File: src/inc/port_one_pkg.sv
package port_one_pkg;
  localparam logic [7:0] ADDR_LATCH = 8'h00;
  localparam logic [7:0] ADDR_LATCH_RMW = 8'h04;
  localparam logic [7:0] ADDR_DIR = 8'h08;
  localparam logic [7:0] ADDR_PULLUP = 8'h0c;
  localparam logic [7:0] ADDR_CTRL = 8'h10;
  localparam logic [7:0] ADDR_PINS = 8'h14;
  localparam int CTRL_EN_BIT = 0;
  localparam int CTRL_HIZ_BIT = 1;
  localparam logic [7:0] LATCH_RESET = 8'hff;
  localparam logic [7:0] DIR_RESET = 8'h00;
  localparam logic [7:0] PULLUP_RESET = 8'hff;
  localparam logic [1:0] RESP_OKAY = 2'b00;
  localparam logic [1:0] RESP_SLVERR = 2'b10;

  typedef struct packed {
    logic [2:0] a_clock_sel;
    logic [2:0] b_clock_sel;
    logic a_out_en;
    logic b_out_en;
    logic a_clock;
    logic b_clock;
    logic a_data;
    logic b_data;
  } serial_drive_t;

  typedef struct packed {
    logic a_clock;
    logic b_clock;
    logic a_data;
    logic b_data;
  } serial_in_t;

  typedef struct packed {
    logic [7:0] latch;
    logic [7:0] pin_direction_bits;
    logic [7:0] pullup_disable_bits;
    logic port_enable_bit;
    logic hiz_allow_bit;
    logic [7:0] sync1;
    logic [7:0] sync2;
    logic aw_got;
    logic [7:0] aw_addr;
    logic w_got;
    logic [31:0] w_data;
    logic bvalid;
    logic [1:0] bresp;
    logic rvalid;
    logic [31:0] rdata;
    logic [1:0] rresp;
  } state_t;
endpackage

File: src/hdl/port_one_gpio.sv
// The address map and the AXI4-Lite slave port were chosen for this implementation.
`timescale 1ns/100ps
module port_one_gpio
  import port_one_pkg::*;
(
  input wire logic aclk,
  input wire logic aresetn,
  input wire logic [7:0] s_axi_awaddr,
  input wire logic s_axi_awvalid,
  output logic s_axi_awready,
  input wire logic [31:0] s_axi_wdata,
  input wire logic [3:0] s_axi_wstrb,
  input wire logic s_axi_wvalid,
  output logic s_axi_wready,
  output logic [1:0] s_axi_bresp,
  output logic s_axi_bvalid,
  input wire logic s_axi_bready,
  input wire logic [7:0] s_axi_araddr,
  input wire logic s_axi_arvalid,
  output logic s_axi_arready,
  output logic [31:0] s_axi_rdata,
  output logic [1:0] s_axi_rresp,
  output logic s_axi_rvalid,
  input wire logic s_axi_rready,
  input wire logic power_float_request,
  input wire serial_drive_t serial_drive,
  output serial_in_t serial_in,
  input wire logic [7:0] pin_i,
  output logic [7:0] pin_o,
  output logic [7:0] pin_oe_n,
  output logic [7:0] pullup_on
);
  state_t q, d;
  logic [7:0] drive_mask;
  logic [7:0] drive_val;
  logic floating;
  logic do_write;
  // write address and data, either just taken or held from an earlier edge
  logic [7:0] wa;
  logic [31:0] wd;

  // pins whose output is overridden by a serial block
  function automatic logic [7:0] override_mask(input serial_drive_t s);
    logic [7:0] m;
    m = 8'h00;
    m[0] = (s.a_clock_sel != 3'b000);
    m[3] = (s.b_clock_sel != 3'b000);
    m[2] = s.a_out_en;
    m[5] = s.b_out_en;
    return m;
  endfunction

  // pad control; float request with hiz allowed wins over everything, disable over direction
  always_comb begin
    logic [7:0] ovr;
    ovr = override_mask(serial_drive);
    floating = q.hiz_allow_bit & power_float_request;
    drive_mask = 8'h00;
    if (q.port_enable_bit && !floating) begin
      drive_mask = ovr | q.pin_direction_bits;
    end
    drive_val = q.latch;
    if (ovr[0]) drive_val[0] = serial_drive.a_clock;
    if (ovr[3]) drive_val[3] = serial_drive.b_clock;
    if (ovr[2]) drive_val[2] = serial_drive.a_data;
    if (ovr[5]) drive_val[5] = serial_drive.b_data;
    pin_o = drive_val;
    pin_oe_n = ~drive_mask;
    // output pins and floated pins never get a pull-up
    pullup_on = (floating || !q.port_enable_bit) ? 8'h00 :
      ~q.pullup_disable_bits & ~drive_mask;
  end

  // serial inputs see synchronised pin levels only on input-mode pins
  always_comb begin
    logic [7:0] inp;
    inp = q.port_enable_bit ? ~drive_mask : 8'h00;
    serial_in.a_clock = inp[0] & q.sync2[0];
    serial_in.a_data = inp[1] & q.sync2[1];
    serial_in.b_clock = inp[3] & q.sync2[3];
    serial_in.b_data = inp[4] & q.sync2[4];
  end

  assign s_axi_awready = !q.aw_got && !q.bvalid;
  assign s_axi_wready = !q.w_got && !q.bvalid;
  assign s_axi_arready = !q.rvalid;
  assign s_axi_bvalid = q.bvalid;
  assign s_axi_bresp = q.bresp;
  assign s_axi_rvalid = q.rvalid;
  assign s_axi_rdata = q.rdata;
  assign s_axi_rresp = q.rresp;
  assign do_write = (q.aw_got || s_axi_awvalid) && (q.w_got || s_axi_wvalid) && !q.bvalid;
  // held item wins so a late partner cannot change a half-taken write
  assign wa = q.aw_got ? q.aw_addr : s_axi_awaddr;
  assign wd = q.w_got ? q.w_data : s_axi_wdata;

  // next state: bus slave, register file, pin synchroniser
  always_comb begin
    d = q;
    d.sync1 = pin_i;
    d.sync2 = q.sync1;
    if (s_axi_awready && s_axi_awvalid) begin
      d.aw_got = 1'b1;
      d.aw_addr = s_axi_awaddr;
    end
    if (s_axi_wready && s_axi_wvalid) begin
      d.w_got = 1'b1;
      d.w_data = s_axi_wdata;
    end
    if (do_write) begin
      d.aw_got = 1'b0;
      d.w_got = 1'b0;
      d.bvalid = 1'b1;
      d.bresp = RESP_OKAY;
      if (s_axi_wstrb[0]) begin
        unique case (wa)
          ADDR_LATCH, ADDR_LATCH_RMW: d.latch = wd[7:0];
          ADDR_DIR: d.pin_direction_bits = wd[7:0];
          ADDR_PULLUP: d.pullup_disable_bits = wd[7:0];
          ADDR_CTRL: begin
            d.port_enable_bit = wd[CTRL_EN_BIT];
            d.hiz_allow_bit = wd[CTRL_HIZ_BIT];
          end
          ADDR_PINS: ;
          default: d.bresp = RESP_SLVERR;
        endcase
      end else if (!(wa inside {ADDR_LATCH, ADDR_LATCH_RMW, ADDR_DIR, ADDR_PULLUP,
          ADDR_CTRL, ADDR_PINS})) begin
        d.bresp = RESP_SLVERR;
      end
    end
    if (q.bvalid && s_axi_bready) d.bvalid = 1'b0;
    if (s_axi_arvalid && !q.rvalid) begin
      d.rvalid = 1'b1;
      d.rresp = RESP_OKAY;
      d.rdata = 32'h0000_0000;
      unique case (s_axi_araddr)
        ADDR_LATCH: d.rdata[7:0] = q.sync2;
        ADDR_LATCH_RMW: d.rdata[7:0] = q.latch;
        ADDR_DIR: d.rdata[7:0] = q.pin_direction_bits;
        ADDR_PULLUP: d.rdata[7:0] = q.pullup_disable_bits;
        ADDR_CTRL: begin
          d.rdata[CTRL_EN_BIT] = q.port_enable_bit;
          d.rdata[CTRL_HIZ_BIT] = q.hiz_allow_bit;
        end
        ADDR_PINS: d.rdata[7:0] = q.sync2;
        default: d.rresp = RESP_SLVERR;
      endcase
    end else if (q.rvalid && s_axi_rready) begin
      d.rvalid = 1'b0;
    end
  end

  always_ff @(posedge aclk) begin
    if (!aresetn) begin
      q <= '0;
      q.latch <= LATCH_RESET;
      q.pin_direction_bits <= DIR_RESET;
      q.pullup_disable_bits <= PULLUP_RESET;
      q.port_enable_bit <= 1'b0;
    end else begin
      q <= d;
    end
  end
endmodule

File: config.mk
export PLATFORM = sky130hd
export DESIGN_NAME = port_one_gpio
export DESIGN_NICKNAME = d
export VERILOG_FILES = /design/src/inc/port_one_pkg.sv /design/src/hdl/port_one_gpio.sv
export SDC_FILE = /design/constraint.sdc
export NUM_CORES = 1
export LEC_CHECK = 0
export BUFFER_PORTS_ARGS = -buffer_cell sky130_fd_sc_hd__buf_2
export CAP_MARGIN = 15
export CORE_AREA = 2 2 130 132
export DETAILED_ROUTE_END_ITERATION = 8
export DIE_AREA = 0 0 132 134
export GPL_TIMING_DRIVEN = 1
export PLACE_DENSITY = 0.55
export SLEW_MARGIN = 10
export SYNTH_ARGS = -nofsm -noshare
export SYNTH_HDL_FRONTEND = slang
export SYNTH_SLANG_ARGS = --single-unit
File: constraint.sdc
create_clock -name aclk -period 3.9 [get_ports aclk]
set_clock_uncertainty 0.1 [all_clocks]
set_input_delay 0 -clock aclk [delete_from_list [all_inputs] [get_ports aclk]]
set_output_delay 0 -clock aclk [all_outputs]
set_load 0.03 [all_outputs]
==> impl_metrics.py <==
metrics = {
    "synth": {
        "synthTopCellsByArea": "dfxtp_1, mux2i_1, buf_4, nor2_1, mux2_2",
        "number_of_synthesized_flops_with_an_enable_pin": 0,
        "async_reset_ff_share_pct": 0,
        "syn_area_per_cell_um2": 9.05,
        "top_flip_flop_cell_by_instance_count_after_synthesis": "dfxtp_1",
        "netlist_instances": 410,
        "synth-seq-area-share_pct": 38.9,
        "post_synthesis_instance_area_um2": 3710,
        "synthMostInstantiatedCell": "dfxtp_1",
        "synth_top_cell_area_share_pct": 38.9,
        "synthDistinctLibCells": 48,
        "yosys.area.top_type": "dfxtp_1",
        "synth.yosys.warnings": 0,
        "synth.top_cells.by_count": "dfxtp_1, nor2_1, mux2i_1",
        "synth-seq-cells": 72,
    },
    "clocking": {
        "tritoncts_num_sinks": 72,
        "clockBufferDepth": 2,
        "cts_root_buf": "clkbuf_16",
        "postCtsSetupRepairBufs": 0,
        "worstSkewPairLatency_ns": 0.33,
        "cts_buffers": 9,
        "cts-htree-levels": 3,
        "clk_transition_reported_paths_ns": 0.06,
        "tritoncts": "built",
    },
    "pwr": {
        "max-vdd-ir-drop_mv": 0.242,
        "cell_int_power_mw": 1.41,
        "p_switching_mw": 0.507,
        "pwr_density_cell_nw_per_um2": 402,
        "p_comb_share_pct": 16.0,
        "power_consumption_mw": 1.92,
        "leakage_nw": 2.05,
        "switching_share_pct": 26.5,
        "sequentialPowerShare_pct": 41.3,
        "power.share.clock_pct": 42.7,
    },
    "sta": {
        "setup_repair_after_global_routing_missed_its_margin": "no",
        "number_of_setup_violations_in_the_final_report": 0,
        "slew_headroom_pct": 42.8,
        "fin_setup_tns_ns": 0,
        "hold_violations": 0,
        "period_share_pct": 59.8,
        "achievable-frequency_ghz": 0.429,
        "finalCriticalPeriod_ns": 2.33,
        "finalMaxSlewViolations": 0,
        "timing_worst_slew_pin_value_ns": 0.858,
    },
    "global_routing": {
        "track_usage_pct": 11.6,
        "grt.met1_usage_pct": 13.8,
        "grt_remaining_overflow": 0,
        "grt_use_met3_pct": 3.33,
        "number_of_antenna_violations_at_the_first_check_in_global_routing": 0,
        "via_count_of_the_first_global_routing_pass": 3108,
        "groute.layer.met2.usage_pct": 20.2,
        "global_route_wire_length_before_repair_um": 16100,
        "grt_max_degree": 54,
        "grt-busiest-layer": "met2",
    },
    "place": {
        "gp_congestion": 0.779,
        "dp_cells": 692,
        "place.port_buffers": 95,
        "place_area_um2": 4190,
        "hpwlAfterDp_um": 7870,
    },
    "routing": {
        "initial_drc_count": 178,
        "drt_pass1_iterations": 4,
        "vias_per_cell": 4.41,
        "post_drt_wl_per_cell_um": 14.0,
        "number_of_remaining_drc_errors": 0,
        "detailroute.via_count": 3244,
        "drt.antenna.violating_nets": 0,
        "post_route_wl_um": 10300,
    },
    "floorplan": {
        "initial_utilization_pct": 22.8,
        "die_x_um": 132,
        "placeableCoreArea_um2": 16300,
        "die_height_um": 134,
        "ioPinCount": 149,
        "floorplan.die_area_um2": 17700,
        "placement_rows": 47,
    },
    "worst_setup_path": {
        "worst-r2r-setup-slack_ns": 1.57,
        "critical_path.endpoint_type": "register",
        "r2r_end": "q[105]$_SDFFE_PN1P_",
        "cp_max_fo": 16,
        "worstPathRequired_ns": 4.05,
        "worstSetupPathType": "register to register",
        "origin_of_the_critical_flop_to_flop_path": "q[79]$_SDFFE_PP0P_",
        "r2r_cells": 4,
        "critPathArrivalTime_ns": 2.48,
        "worstSetupStartpointType": "register",
    },
    "hold_path": {
        "hold_path_class": "input port to register",
        "worst_hold_startpoint": "s_axi_araddr[4]",
        "hold_end": "s_axi_rresp[1]$_SDFFE_PN0P_",
        "worstHoldPathCells": 3,
    },
    "final_layout": {
        "layout.area.seq_um2": 1440,
        "post_route_cell_area_um2": 4770,
        "nNetsFinal": 592,
        "areaGrowthSynthToFinish_pct": 28.7,
        "n_fill_cell": 1751,
        "post_layout_nonfiller_instances": 735,
        "antennaDiodeCount": 0,
        "multi_input_area_um2": 1960,
        "drive_above_1_share_pct": 27.0,
    },
    "status": {
        "status": "finished clean",
    },
    "run": {
        "max_cap_viol_count": 0,
    },
}
-- cell usage in the layout, fill, tap and decap left out, types with 3 or more instances in the layout --
cell | Yosys | layout
mux2_2 | 15 | 15
nor4_1 | 12 | 12
nor2b_1 | 4 | 4
buf_2 | 5 | 95
dlygate4sd3_1 | 0 | 29
o22ai_1 | 3 | 3
clkbuf_16 | 0 | 9
nor3_1 | 6 | 6
inv_1 | 3 | 3
and2_1 | 18 | 18
a21oi_1 | 3 | 3
o21ai_0 | 9 | 9
or3_1 | 3 | 3
nor3b_1 | 3 | 3
nand2_1 | 30 | 30
a211oi_1 | 5 | 5
a31oi_1 | 12 | 12
conb_1 | 1 | 26
o21ai_1 | 9 | 9
nand3_1 | 4 | 4
and3_1 | 5 | 5
nor2_1 | 50 | 50
dfxtp_1 | 72 | 72
mux2i_1 | 47 | 47
nand2b_1 | 3 | 3
-- state kept, by name, summed over array words and instances, names as in the netlist --
register and cells:
q 48, s_axi_bresp 1, s_axi_rvalid 1, s_axi_bvalid 1
pin_o 4, s_axi_rdata 8, d 8, s_axi_rresp 1
-- worst max-delay path by stage --
stage	startpoint	to
after floorplan	q[70]$_SDFFE_PP0P_	q[38]$_SDFFE_PN0P_
after global placement	q[79]$_SDFFE_PP0P_	q[103]$_SDFFE_PN1P_
after detailed placement	q[79]$_SDFFE_PP0P_	q[104]$_SDFFE_PN1P_
after CTS	q[79]$_SDFFE_PP0P_	q[99]$_SDFFE_PN1P_
after global routing	q[79]$_SDFFE_PP0P_	q[99]$_SDFFE_PN1P_
final	q[79]$_SDFFE_PP0P_	q[105]$_SDFFE_PN1P_
-- power groups by stage --
stage | Sequential (mW) | Clock (mW) | Combinational [mW]
6_report | 0.791 | 0.819 | 0.308
5_1_grt | 0.795 | 0.880 | 0.336
4_1_cts | 0.791 | 0.842 | 0.310
3_5_place_dp | 0.807 | 0 | 0.285
3_3_place_gp | 0.805 | 0 | 0.280
2_1_floorplan | 0.798 | 0 | 0.241
-- critical path, cell delays in order (launching register included) --
cell     delay [ns]
dfxtp_1        0.69
or3b_1         0.50
a22oi_1        0.60
a31oi_1        0.19
o21ai_1        0.16
-- timing repair --
action,CTS,global route
hold endpoints to repair,29,0
hold buffers,29,0
resized for setup,0,0
-- stage by stage --
step | setup WS [ns] | utilization, % | hold WS, ns
6_report | 1.57 | 29.3 | 0.0409
5_1_grt | 1.40 | 29.3 | 0.0639
4_1_cts | 1.59 | 29.3 | 0.0144
3_5_place_dp | 1.62 | 25.7 | 0.0913
3_3_place_gp | 1.65 | 25.7 | 0.0906
2_1_floorplan | 2.05 | - | -0.000976
-- kinds of logic (layout without fill, tap and decap cells) --
| logic type | after synthesis | after routing | share of synthesized area (%) |
|---|---|---|---|
| muxes | 65 | 65 | 18.8 |
| other | 1 | 26 | 0.101 |
| DFF | 72 | 72 | 38.9 |
| buffers and inverters | 64 | 144 | 10.7 |
| and+or+nand+nor | 150 | 150 | 20.8 |
| AOI/OAI and AO/OA | 58 | 58 | 10.7 |
-- layout make-up --
cell class	count	share of cell area (%)
Inverter	4	0.315
Tap cell	220	5.77
Timing Repair Buffer	126	16.4
Multi-Input combinational cell	299	41.2
Sequential cell	72	30.2
Clock inverter	3	0.891
Clock buffer	11	5.30
-- layer usage --
layer / vias to the layer above / share of wire, %
met5: - / 0
met4: 0 / 0.77
met3: 7 / 4.4
met2: 88 / 50
met1: 1557 / 45
li1: 1592 / -
Note: power is estimated with default switching activity, not from simulation.
